File: config.mk
export PLATFORM = sky130hd
export DESIGN_NAME = pdgc_top
export DESIGN_NICKNAME = d
export VERILOG_FILES = /design/src/pdgc_pkg.sv /design/src/pdgc_top.sv
export SDC_FILE = /design/constraint.sdc
export NUM_CORES = 1
export LEC_CHECK = 0
export BUFFER_PORTS_ARGS = -buffer_cell sky130_fd_sc_hd__buf_2
export CORE_MARGIN = 8
export CORE_UTILIZATION = 50
export DETAILED_ROUTE_END_ITERATION = 12
export PLACE_DENSITY = 0.79
export SYNTH_ARGS = -nofsm -noshare
export SYNTH_HDL_FRONTEND = slang
export SYNTH_SLANG_ARGS = --single-unit
File: constraint.sdc
create_clock -name clk_i -period 7.7 [get_ports clk_i]
set_clock_uncertainty 0.1 [all_clocks]
set_input_delay 1.155 -clock clk_i [delete_from_list [all_inputs] [get_ports clk_i]]
set_output_delay 1.155 -clock clk_i [all_outputs]
set_load 0.02 [all_outputs]
File: src/pdgc_pkg.sv
/*
 * Package for the PCM DMA pacing, interrupt and data/strobe receive block:
 * register offsets, field positions, reset values and carrier structs.
 * Assumes a 32-bit classic Wishbone bus with byte addresses.
 */
package pdgc_pkg;

	// Register byte offsets
	localparam logic [7:0] PDGC_OFS_DMA = 8'h00;
	localparam logic [7:0] PDGC_OFS_IEN = 8'h04;
	localparam logic [7:0] PDGC_OFS_IST = 8'h08;
	localparam logic [7:0] PDGC_OFS_GRAY = 8'h0C;
	localparam logic [7:0] PDGC_OFS_CTRL = 8'h10;

	// Threshold field positions
	localparam int PDGC_TXPAN_LSB = 24;
	localparam int PDGC_RXPAN_LSB = 16;
	localparam int PDGC_TXREQ_LSB = 8;
	localparam int PDGC_RXREQ_LSB = 0;
	localparam int PDGC_THR_W = 7;

	// Threshold reset values
	localparam logic [6:0] PDGC_TXPAN_RST = 7'h10;
	localparam logic [6:0] PDGC_RXPAN_RST = 7'h30;
	localparam logic [6:0] PDGC_TXREQ_RST = 7'h30;
	localparam logic [6:0] PDGC_RXREQ_RST = 7'h20;

	// Interrupt cause bit positions
	localparam int PDGC_IRQ_RX_ERROR_IRQ = 3;
	localparam int PDGC_IRQ_TX_ERROR_IRQ = 2;
	localparam int PDGC_IRQ_RXR = 1;
	localparam int PDGC_IRQ_TXW = 0;

	// Gray register field positions
	localparam int PDGC_G_EN = 0;
	localparam int PDGC_G_CLR = 1;
	localparam int PDGC_G_FLUSH = 2;
	localparam int PDGC_G_LVL_LSB = 4;
	localparam int PDGC_G_FLD_LSB = 10;
	localparam int PDGC_G_FIFO_LSB = 16;

	// Interrupt threshold fields in the extra control register
	localparam int PDGC_TX_IRQ_THRESHOLD_LSB = 0;
	localparam int PDGC_RX_IRQ_THRESHOLD_LSB = 8;
	localparam logic [6:0] PDGC_TX_IRQ_THRESHOLD_RST = 7'h00;
	localparam logic [6:0] PDGC_RX_IRQ_THRESHOLD_RST = 7'h00;

	// Gray word size
	localparam logic [5:0] PDGC_WORD_BITS = 6'h20;

	// One DMA control group
	typedef struct packed {
		logic req;
		logic panic;
	} pdgc_dma_t;

	// Wishbone request bundle
	typedef struct packed {
		logic cyc;
		logic stb;
		logic we;
		logic [3:0] sel;
		logic [7:0] adr;
		logic [31:0] dat;
	} pdgc_wb_req_t;

endpackage

File: src/pdgc_top.sv
/*
 * PCM DMA pacing, interrupt latching and gray (data/strobe) receiver.
 * Assumes FIFO levels and error pulses come from logic on clk_i; the
 * serial data and strobe pins are asynchronous and slow compared to clk_i.
 */
// Operation
// - Two DMA groups, transmit and receive, each with request and panic.
// - Transmit panic while transmit level below threshold bits 30:24.
// - Receive panic while receive level above threshold bits 22:16.
// - Transmit request while transmit level below threshold bits 14:8.
// - Receive request while receive level above threshold bits 6:0.
// - Enable bit 3 permits receive error interrupt.
// - Enable bit 2 permits transmit error interrupt.
// - Bit 1 enables interrupt while receive level at or above threshold.
// - Bit 0 enables interrupt while transmit level below threshold.
// - A status bit is latched per cause, same positions as enables.
// - Writing one clears a status bit; writing zero leaves it.
// - Gray enable bit 0 selects data/strobe reception on data and strobe.
// - Received bits counted in bits 9:4; full 32-bit word goes to FIFO.
// - Flush bit 2 writes partial buffer from bit zero, zero padded.
// - Flush bit always reads zero, also while a flush is pending.
// - Each flush records number of valid bits in bits 15:10.
// - Clear bit 1 resets gray logic and discards buffer until cleared.
// - Receive FIFO word count readable in bits 21:16.
`timescale 1ns/10ps
module pdgc_top
	import pdgc_pkg::*;
#(
	parameter int LVL_W = 7
) (
	// Clock and reset
	input wire logic clk_i,
	input wire logic rst_i,
	// Wishbone slave
	input wire logic wb_cyc_i,
	input wire logic wb_stb_i,
	input wire logic wb_we_i,
	input wire logic [3:0] wb_sel_i,
	input wire logic [7:0] wb_adr_i,
	input wire logic [31:0] wb_dat_i,
	output logic [31:0] wb_dat_o,
	output logic wb_ack_o,
	// FIFO levels and events
	input wire logic [LVL_W-1:0] tx_fifo_level_i,
	input wire logic [LVL_W-1:0] rx_fifo_level_i,
	input wire logic tx_fifo_err_i,
	input wire logic rx_fifo_err_i,
	// DMA control groups
	output logic tx_dma_transfer_request_o,
	output logic tx_dma_panic_o,
	output logic rx_dma_transfer_request_o,
	output logic rx_dma_panic_o,
	// Interrupt
	output logic irq_o,
	// Gray serial pins
	input wire logic gray_data_i,
	input wire logic gray_strobe_i,
	// Gray word output to receive FIFO
	output logic [31:0] gray_word_o,
	output logic gray_word_valid_o
);

	////////////////////////////////////////////////////////////////////////
	// Bus decode
	pdgc_wb_req_t req;
	logic [3:0] sel;
	logic ack_q;
	logic [31:0] rdat_q;
	logic [31:0] wmask;
	wire logic acc = req.cyc & req.stb & ~ack_q;
	wire logic wr = req.cyc & req.stb & ack_q & req.we; // Lands with ack
	wire logic hit_dma = req.adr == PDGC_OFS_DMA;
	wire logic hit_ien = req.adr == PDGC_OFS_IEN;
	wire logic hit_ist = req.adr == PDGC_OFS_IST;
	wire logic hit_gray = req.adr == PDGC_OFS_GRAY;
	wire logic hit_ctrl = req.adr == PDGC_OFS_CTRL;

	assign req = '{cyc: wb_cyc_i, stb: wb_stb_i, we: wb_we_i,
		sel: wb_sel_i, adr: wb_adr_i, dat: wb_dat_i};
	assign sel = req.sel;

	// Byte lanes expanded to a bit mask
	genvar gb;
	generate
		for (gb = 0; gb < 4; gb++) begin : g_mask
			assign wmask[gb*8 +: 8] = {8{sel[gb]}};
		end
	endgenerate

	////////////////////////////////////////////////////////////////////////
	// Configuration registers
	logic [31:0] dma_q;
	logic [3:0] ien_q;
	logic [31:0] ctrl_q;
	logic [31:0] dma_d;
	logic [31:0] ctrl_d;
	logic [31:0] dma_rst;
	logic [31:0] ctrl_rst;

	always_comb begin
		dma_rst = 32'h0000_0000;
		dma_rst[PDGC_TXPAN_LSB +: PDGC_THR_W] = PDGC_TXPAN_RST;
		dma_rst[PDGC_RXPAN_LSB +: PDGC_THR_W] = PDGC_RXPAN_RST;
		dma_rst[PDGC_TXREQ_LSB +: PDGC_THR_W] = PDGC_TXREQ_RST;
		dma_rst[PDGC_RXREQ_LSB +: PDGC_THR_W] = PDGC_RXREQ_RST;
		ctrl_rst = 32'h0000_0000;
		ctrl_rst[PDGC_TX_IRQ_THRESHOLD_LSB +: PDGC_THR_W] = PDGC_TX_IRQ_THRESHOLD_RST;
		ctrl_rst[PDGC_RX_IRQ_THRESHOLD_LSB +: PDGC_THR_W] = PDGC_RX_IRQ_THRESHOLD_RST;
	end

	// Only the 7-bit fields are kept; reserved bits stay zero
	assign dma_d = ((dma_q & ~wmask) | (req.dat & wmask)) & 32'h7F7F_7F7F;
	assign ctrl_d = ((ctrl_q & ~wmask) | (req.dat & wmask)) & 32'h0000_7F7F;

	// Writes are not blocked while running; software must hold off
	always_ff @(posedge clk_i) begin
		if (rst_i) begin
			dma_q <= dma_rst;
			ien_q <= 4'h0;
			ctrl_q <= ctrl_rst;
		end else begin
			if (wr && hit_dma) begin
				dma_q <= dma_d;
			end
			if (wr && hit_ien && sel[0]) begin
				ien_q <= req.dat[3:0];
			end
			if (wr && hit_ctrl) begin
				ctrl_q <= ctrl_d;
			end
		end
	end

	////////////////////////////////////////////////////////////////////////
	// DMA pacing
	wire logic [6:0] tx_pan_thr = dma_q[PDGC_TXPAN_LSB +: PDGC_THR_W];
	wire logic [6:0] rx_pan_thr = dma_q[PDGC_RXPAN_LSB +: PDGC_THR_W];
	wire logic [6:0] tx_req_thr = dma_q[PDGC_TXREQ_LSB +: PDGC_THR_W];
	wire logic [6:0] rx_req_thr = dma_q[PDGC_RXREQ_LSB +: PDGC_THR_W];
	wire logic [6:0] tx_lvl = 7'(tx_fifo_level_i);
	wire logic [6:0] rx_lvl = 7'(rx_fifo_level_i);
	pdgc_dma_t tx_dma_d;
	pdgc_dma_t rx_dma_d;

	assign tx_dma_d.panic = tx_lvl < tx_pan_thr;
	assign rx_dma_d.panic = rx_lvl > rx_pan_thr;
	assign tx_dma_d.req = tx_lvl < tx_req_thr;
	assign rx_dma_d.req = rx_lvl > rx_req_thr;

	// Registered so the DMA sees glitch-free levels; one cycle of lag
	always_ff @(posedge clk_i) begin
		if (rst_i) begin
			tx_dma_transfer_request_o <= 1'b0;
			tx_dma_panic_o <= 1'b0;
			rx_dma_transfer_request_o <= 1'b0;
			rx_dma_panic_o <= 1'b0;
		end else begin
			tx_dma_transfer_request_o <= tx_dma_d.req;
			tx_dma_panic_o <= tx_dma_d.panic;
			rx_dma_transfer_request_o <= rx_dma_d.req;
			rx_dma_panic_o <= rx_dma_d.panic;
		end
	end

	////////////////////////////////////////////////////////////////////////
	// Interrupt status
	logic [3:0] ist_q;
	logic [3:0] ist_set;
	logic [3:0] ist_clr;
	wire logic [6:0] tx_irq_threshold = ctrl_q[PDGC_TX_IRQ_THRESHOLD_LSB +: PDGC_THR_W];
	wire logic [6:0] rx_irq_threshold = ctrl_q[PDGC_RX_IRQ_THRESHOLD_LSB +: PDGC_THR_W];

	assign ist_set[PDGC_IRQ_RX_ERROR_IRQ] = rx_fifo_err_i
		& ien_q[PDGC_IRQ_RX_ERROR_IRQ];
	assign ist_set[PDGC_IRQ_TX_ERROR_IRQ] = tx_fifo_err_i
		& ien_q[PDGC_IRQ_TX_ERROR_IRQ];
	assign ist_set[PDGC_IRQ_RXR] = (rx_lvl >= rx_irq_threshold)
		& ien_q[PDGC_IRQ_RXR];
	assign ist_set[PDGC_IRQ_TXW] = (tx_lvl < tx_irq_threshold)
		& ien_q[PDGC_IRQ_TXW];
	assign ist_clr = (wr && hit_ist && sel[0]) ? req.dat[3:0] : 4'h0;

	// Set wins over a clear in the same cycle
	always_ff @(posedge clk_i) begin
		if (rst_i) begin
			ist_q <= 4'h0;
			irq_o <= 1'b0;
		end else begin
			ist_q <= (ist_q & ~ist_clr) | ist_set;
			irq_o <= |(ist_q & ien_q);
		end
	end

	////////////////////////////////////////////////////////////////////////
	// Gray pin synchronisers
	logic [1:0] dat_sync_q;
	logic [1:0] stb_sync_q;
	logic dat_prev_q;
	logic stb_prev_q;

	always_ff @(posedge clk_i) begin
		if (rst_i) begin
			dat_sync_q <= 2'b00;
			stb_sync_q <= 2'b00;
			dat_prev_q <= 1'b0;
			stb_prev_q <= 1'b0;
		end else begin
			dat_sync_q <= {dat_sync_q[0], gray_data_i};
			stb_sync_q <= {stb_sync_q[0], gray_strobe_i};
			dat_prev_q <= dat_sync_q[1];
			stb_prev_q <= stb_sync_q[1];
		end
	end

	////////////////////////////////////////////////////////////////////////
	// Gray receiver
	// Data/strobe: exactly one of the two lines toggles per bit cell.
	logic g_en_q;
	logic g_clr_q;
	logic flush_req_q;
	logic [31:0] buf_q;
	logic [5:0] lvl_q;
	logic [5:0] flushed_q;
	logic [5:0] fifo_cnt_q;
	wire logic [5:0] fifo_cnt_d;
	wire logic bit_evt = g_en_q & ~g_clr_q &
		((dat_sync_q[1] ^ dat_prev_q) | (stb_sync_q[1] ^ stb_prev_q));
	wire logic [31:0] buf_d = buf_q | ({31'h0, dat_sync_q[1]} << lvl_q[4:0]);
	wire logic [5:0] lvl_inc = lvl_q + 6'h01;
	wire logic word_full = bit_evt && (lvl_inc == PDGC_WORD_BITS);
	wire logic do_flush = flush_req_q & ~bit_evt;
	wire logic gray_wr = wr & hit_gray & sel[0];

	always_ff @(posedge clk_i) begin
		if (rst_i) begin
			g_en_q <= 1'b0;
			g_clr_q <= 1'b0;
		end else if (gray_wr) begin
			g_en_q <= req.dat[PDGC_G_EN];
			g_clr_q <= req.dat[PDGC_G_CLR];
		end
	end

	// Flush waits for an idle bit cell so no bit is lost
	always_ff @(posedge clk_i) begin
		if (rst_i) begin
			flush_req_q <= 1'b0;
		end else if (gray_wr && req.dat[PDGC_G_FLUSH]) begin
			flush_req_q <= 1'b1;
		end else if (do_flush || g_clr_q) begin
			flush_req_q <= 1'b0;
		end
	end

	// Bit packing, word push and flush; clear dumps the buffer
	always_ff @(posedge clk_i) begin
		if (rst_i) begin
			buf_q <= 32'h0000_0000;
			lvl_q <= 6'h00;
			flushed_q <= 6'h00;
			gray_word_o <= 32'h0000_0000;
			gray_word_valid_o <= 1'b0;
		end else begin
			gray_word_valid_o <= 1'b0;
			if (g_clr_q) begin
				buf_q <= 32'h0000_0000;
				lvl_q <= 6'h00;
				flushed_q <= 6'h00;
			end else if (word_full) begin
				gray_word_o <= buf_d;
				gray_word_valid_o <= 1'b1;
				buf_q <= 32'h0000_0000;
				lvl_q <= 6'h00;
			end else if (bit_evt) begin
				buf_q <= buf_d;
				lvl_q <= lvl_inc;
			end else if (do_flush) begin
				gray_word_o <= buf_q;
				gray_word_valid_o <= lvl_q != 6'h00;
				flushed_q <= lvl_q;
				buf_q <= 32'h0000_0000;
				lvl_q <= 6'h00;
			end
		end
	end

	// Word count of the receive FIFO, saturated to its field
	assign fifo_cnt_d = (rx_lvl > 7'h3F) ? 6'h3F : rx_lvl[5:0];
	always_ff @(posedge clk_i) begin
		if (rst_i) begin
			fifo_cnt_q <= 6'h00;
		end else begin
			fifo_cnt_q <= fifo_cnt_d;
		end
	end

	////////////////////////////////////////////////////////////////////////
	// Read mux and ack
	logic [31:0] gray_rd;
	logic [31:0] rd_d;

	always_comb begin
		gray_rd = 32'h0000_0000;
		gray_rd[PDGC_G_EN] = g_en_q;
		gray_rd[PDGC_G_CLR] = g_clr_q;
		gray_rd[PDGC_G_FLUSH] = 1'b0;
		gray_rd[PDGC_G_LVL_LSB +: 6] = lvl_q;
		gray_rd[PDGC_G_FLD_LSB +: 6] = flushed_q;
		gray_rd[PDGC_G_FIFO_LSB +: 6] = fifo_cnt_q;
	end

	assign rd_d = hit_dma ? dma_q :
		hit_ien ? {28'h0, ien_q} :
		hit_ist ? {28'h0, ist_q} :
		hit_gray ? gray_rd :
		hit_ctrl ? ctrl_q : 32'h0000_0000;

	// One wait state; unmapped addresses ack and read zero
	always_ff @(posedge clk_i) begin
		if (rst_i) begin
			ack_q <= 1'b0;
			rdat_q <= 32'h0000_0000;
		end else begin
			ack_q <= acc;
			rdat_q <= acc ? rd_d : 32'h0000_0000;
		end
	end

	assign wb_ack_o = ack_q;
	assign wb_dat_o = rdat_q;

endmodule // pdgc_top

==> results.json, run 1 <==
{
  "synth_edf_count": 0,
  "post_cts_buffers": 0,
  "ctsResizeCount": 0,
  "syn_area_um2": 7430,
  "avgRoutedWirePerCell_um": 17.0,
  "crit_arrival_ns": 3.60,
  "grt_max_degree": 76,
  "clkTransAtPathRegs_ns": 0.07,
  "synth_top_area_share_pct": 47.9,
  "dr.pass1.iters": 5,
  "root_buffer": "clkbuf_16",
  "die_area_um2": 19000,
  "core_um2": 14500,
  "hold_viol": 0,
  "final_common_cell": "dfxtp_1",
  "yosysUniqueCellTypes": 56,
  "numClockSinks": 178,
  "synth_ff_type": "dfxtp_1",
  "crit_fanout": 7,
  "fp-row-count": 44,
  "grt_pass1_wl_mm": 29.6,
  "cts_buffers": 17,
  "diodes": 0,
  "start_util_pct": 51.1,
  "num_vias": 6086,
  "syn_to_final_growth_pct": 17.3,
  "layout_min_cycle_time_ns": 3.40,
  "syn_inst": 797,
  "setup_tns_ns": 0,
  "synth_xor_area_share_pct": 0.236,
  "synth_compound_area_share_pct": 13.8,
  "rsz0062_at_grt": "false",
  "crit_required_ns": 7.90,
  "die_h_um": 138,
  "min_period_over_period_pct": 44.2,
  "ys_seq_elements": 178,
  "cap_violations": 0,
  "power_leakage_nw": 3.71,
  "place.gp.congestion": 0.854,
  "port_buffers": 131,
  "drt_iter0_drc": 532,
  "seq_area_frac_synth_pct": 47.9,
  "peakVddDrop_uv": 184,
  "io_pins": 138,
  "setup_viol": 0,
  "final_antenna_net_count": 0,
  "drive_above_1_share_pct": 19.4,
  "p_per_area_nw_per_um2": 213,
  "hold_path_class": "reg2reg",
  "cts_tree": "done",
  "synth-simple-area-share_pct": 15.2,
  "synth_adder_area_share_pct": 6.90,
  "ys_warn_count": 0,
  "max_slew.worst_pin.slew_ns": 1.26,
  "max_freq_mhz": 294,
  "dp_hpwl_mm": 13.3,
  "path_class": "in2reg",
  "netlist_top_cells_area": "dfxtp_1, mux2i_1, nor2_1",
  "ctsLongestPathBuffers": 2,
  "drc": 0,
  "max_slew_margin_pct": 15.8,
  "clkLatencyLatePin_ns": 0.44,
  "status": "complete, no violations",
  "total_power_mw": 1.85,
  "grt_usage_pct": 19.7,
  "die_w_um": 138,
  "postCtsHoldBufs": 0,
  "cp-start-kind": "primary input",
  "grt_overflow": 0,
  "async_reset_ff_share_pct": 0,
  "fin_nets": 1012,
  "grt_pass1_vias": 5920,
  "synth_area_leader_cell": "dfxtp_1",
  "maxSlewViolCount": 0,
  "wl_mm": 18.7,
  "antenna_found_initial": 0,
  "synth_mux_area_share_pct": 10.3,
  "mostFrequentLayoutCells": "dfxtp_1, nor2_1, buf_2",
  "cts_max_level": 4,
  "vias_per_cell": 5.53,
  "end_kind": "register",
  "synth_top_family_by_area": "simple AND/OR/NAND/NOR gates",
  "avgSynthCellArea_um2": 9.33
}
[layer usage]
metal	up-vias	part of all wire, %	track usage [%]
li1	2976	-	-
met1	2862	43	23.8
met2	204	47	32.2
met3	44	7.3	4.78
met4	0	2.7	9.43
met5	-	0	0
[critical path, cell delays in order]
cell and delay, ns:
buf_2 0.09, or4_4 0.59, nor4_1 0.69, nor2b_1 0.74
mux2i_1 0.28, nor2_1 0.05
[metrics by stage]
stage | area [um2] | cells | hold slack [ns] | worst slack, ns | utilization, %
floorplan | 7440 | 798 | 0.314 | 4.45 | -
global placement | 8140 | 1069 | 0.324 | 3.92 | 56.0
detailed placement | 8140 | 1069 | 0.328 | 3.91 | 56.0
CTS | 8720 | 1101 | 0.344 | 4.35 | 60.0
global route | 8720 | 1101 | 0.366 | 4.15 | 60.0
finish | 8720 | 1101 | 0.341 | 4.30 | 60.0
[kinds of logic after synthesis]
group                      count (synthesis)
other                                      1
muxes                                     75
AOI/OAI and AO/OA                        152
DFF                                      178
buffers and inverters                    100
and+or+nand+nor                          248
adders and majority gates                 41
xor gates and xnor gates                   2
[cell type report]
cell class,count,area (um2)
Clock buffer,17,425
Inverter,52,195
Timing Repair Buffer,135,688
Tap cell,184,230
Fill cell,1250,5810
Sequential cell,178,3560
Clock inverter,15,155
Multi-Input combinational cell,520,3460
[cell usage after synthesis (4+ instances only)]
cell type and number:
and2_1 6, dfxtp_1 178, a22o_1 6, nand2b_1 8, nor3_1 18, o21ai_0 10, mux2i_1 73, clkbuf_1 24
o32ai_1 10, a21oi_1 48, nor2b_1 10, ha_1 41, a211oi_1 10, a211o_1 6, o21a_1 4, a31oi_1 15
inv_1 52, a21o_1 6, nand3_1 13, a311oi_1 5, buf_2 10, nor2_1 146, and3_1 8, buf_1 10
nand2_1 18, a22oi_1 17
[where the power goes]
| part | switching, mW | total, mW | internal (mW) | leakage [nW] |
|---|---|---|---|---|
| sequential | 0.00167 | 0.926 | 0.925 | 1.44 |
| clock | 0.411 | 0.846 | 0.435 | 0.289 |
| combinational | 0.0516 | 0.0813 | 0.0297 | 1.98 |
| total | 0.464 | 1.85 | 1.39 | 3.71 |
[path summary, 6_finish.rpt]
kind	startpoint	end	slack (ns)	cells past startpoint
worst min register to register	dat_sync_q[0]$_SDFF_PP0_	dat_sync_q[1]$_SDFF_PP0_	0.34	1
worst max register to register	lvl_q[3]$_SDFFE_PP0P_	gray_word_o[28]$_SDFFE_PP0P_	4.70	5
worst max-delay path	wb_adr_i[5]	register	4.30	6
worst min-delay path	dat_sync_q[0]$_SDFF_PP0_	dat_sync_q[1]$_SDFF_PP0_	0.34	1
Power figures use the tool's default switching activity.
==> run 2: changes to the inputs <==
--- a/config.mk
+++ b/config.mk
@@ -9,7 +9,7 @@
 export CORE_MARGIN = 8
 export CORE_UTILIZATION = 50
 export DETAILED_ROUTE_END_ITERATION = 12
-export PLACE_DENSITY = 0.79
+export PLACE_DENSITY = 0.82
 export SYNTH_ARGS = -nofsm -noshare
 export SYNTH_HDL_FRONTEND = slang
 export SYNTH_SLANG_ARGS = --single-unit
==> constraint.sdc (replaced) <==
create_clock -name clk_i -period 2.8 [get_ports clk_i]
set_clock_uncertainty 0.1 [all_clocks]
set_input_delay 0.42 -clock clk_i [delete_from_list [all_inputs] [get_ports clk_i]]
set_output_delay 0.42 -clock clk_i [all_outputs]
set_load 0.02 [all_outputs]
==> run 2 against run 1 <==
  * Cell count up 1.6%
  * Power rose to 2.8 times the previous value
  * Worst hold slack worse by 0.23 ns
  * Final area up 2.2%
  * Clock power rose to 2.9 times the previous value
  * Die area unchanged
  * Critical path depth up 2
  * Flip-flop and latch count unchanged
  * Setup slack worse by 3.7 ns
  * Largest power group unchanged
==> results.json, run 2 (synthesized netlist as in run 1, its figures left out) <==
{
  "cts_max_level": 4,
  "syn_to_final_growth_pct": 19.9,
  "cap_violations": 0,
  "die_w_um": 138,
  "drive_above_1_share_pct": 20.9,
  "fp-row-count": 44,
  "total_power_mw": 5.26,
  "grt_pass1_vias": 6089,
  "setup_ws_ns": 0.616,
  "io_pins": 138,
  "num_vias": 6180,
  "dr.pass1.iters": 5,
  "postCtsHoldBufs": 0,
  "crit_arrival_ns": 2.36,
  "num-fill-cells": 1217,
  "ctsResizeCount": 0,
  "peakVddDrop_uv": 439,
  "port_buffers": 131,
  "drc": 0,
  "core_um2": 14500,
  "max_stage_delay_ns": 0.57,
  "final_common_cell": "dfxtp_1",
  "antenna_found_initial": 0,
  "post_cts_buffers": 0,
  "wl_mm": 19.2,
  "crit_required_ns": 2.98,
  "start_util_pct": 51.1,
  "dp_hpwl_mm": 13.7,
  "vias_per_cell": 5.52,
  "final_area_um2": 8910,
  "ctsLongestPathBuffers": 2,
  "numClockSinks": 178,
  "max_slew_margin_pct": 42.4,
  "layout_min_cycle_time_ns": 2.18,
  "regArea_um2": 3560,
  "avgRoutedWirePerCell_um": 17.2,
  "setup_viol": 0,
  "cts_buffers": 17,
  "path_class": "in2reg",
  "maxSlewViolCount": 0,
  "cpLargestDelayFamily": "simple AND/OR/NAND/NOR gates",
  "fin_nets": 1030,
  "place.gp.congestion": 0.884,
  "power_leakage_nw": 3.81,
  "cp_cell_sequence": "buf_2 -> or4_4 -> nor4_1 -> buf_4 -> nor2b_1 -> buf_4 -> mux2i_1 -> nor2_1",
  "status": "complete, no violations",
  "grt_overflow": 0,
  "p_per_area_nw_per_um2": 591,
  "crit_fanout": 6,
  "grt_usage_pct": 20.1,
  "slowest_stage": "or4_4",
  "hold_path_class": "in2reg",
  "cp-start-kind": "primary input",
  "min_period_over_period_pct": 78.0,
  "root_buffer": "clkbuf_16",
  "grt_pass1_wl_mm": 30.3,
  "end_kind": "register",
  "final_antenna_net_count": 0,
  "grt_max_degree": 72,
  "die_h_um": 138,
  "clkLatencyLatePin_ns": 0.43,
  "cts_tree": "done",
  "drt_iter0_drc": 530,
  "multi_input_area_um2": 3460,
  "pre_cts_ws_ns": 0.198,
  "crit_top_cell": "buf_4",
  "clkTransAtPathRegs_ns": 0.07,
  "hold_viol": 0,
  "max_freq_mhz": 458,
  "max_slew.worst_pin.slew_ns": 0.861,
  "mostFrequentLayoutCells": "dfxtp_1, nor2_1, buf_2",
  "rsz0062_at_grt": "false",
  "setup_tns_ns": 0,
  "worst-path-buf-inv": 3,
  "die_area_um2": 19000,
  "diodes": 0,
  "place_area_um2": 8290
}
## run 2: cell types whose count changed in the layout (fill, tap and decap cells not counted), moves of 2 or more
cell / previous run / this run
buf_4: 5 / 22
inv_8: 5 / 1
bufinv_16: 0 / 3
clkinv_4: 1 / 4
inv_6: 6 / 4
## run 2: worst paths after layout
| check | startpoint | to | slack, ns | cells past startpoint |
|---|---|---|---|---|
| worst min register to register | stb_sync_q[0]$_SDFF_PP0_ | stb_sync_q[1]$_SDFF_PP0_ | 0.35 | 1 |
| worst min-delay path | gray_strobe_i | stb_sync_q[0]$_SDFF_PP0_ | 0.11 | 2 |
| worst max register to register | lvl_q[2]$_SDFFE_PP0P_ | gray_word_o[7]$_SDFFE_PP0P_ | 0.63 | 6 |
| worst max-delay path | wb_adr_i[5] | register | 0.62 | 8 |
## run 2: layer usage
metal  part of all wire (%)  GRT usage [%]  vias to the layer above  routed length (um)
met4                    2.1           8.00                        0                 412
met2                     48           33.7                      214                9250
met3                    7.0           4.38                       30                1350
met5                      0              0                        -                   0
met1                     43           24.5                     2929                8230
li1                       -              -                     3007                   -
## run 2: final cells by class
cell class              instances  area share [%]
clock inverters                14            2.19
flip-flops and latches        178            40.0
well taps                     184            2.58
clock buffers                  18            4.82
repair buffers                153            9.38
inverters                      52            2.19
multi-input cells             520            38.9
## run 2: where the power goes
part           switching, mW  total [mW]  leakage (nW)  internal [mW]
Combinational          0.143       0.227          2.07         0.0847
Clock                   1.05        2.49         0.301           1.43
Sequential           0.00516        2.55          1.44           2.54
## run 2: stage by stage
stage          instances  utilization, %  hold WS (ns)
5_1_grt             1119            61.3         0.104
3_3_place_gp        1087            57.0         0.327
3_5_place_dp        1087            57.0         0.334
4_1_cts             1119            61.3        0.0921
2_1_floorplan        798               -         0.314
6_report            1119            61.3         0.108
## run 2: worst register-to-register path, cell delays in order (launching register included)
cell     delay [ns]
dfxtp_1        0.62
nand2_1        0.11
o32ai_1        0.39
a31o_2         0.26
buf_12         0.24
mux2i_1        0.27
nor2_1         0.05
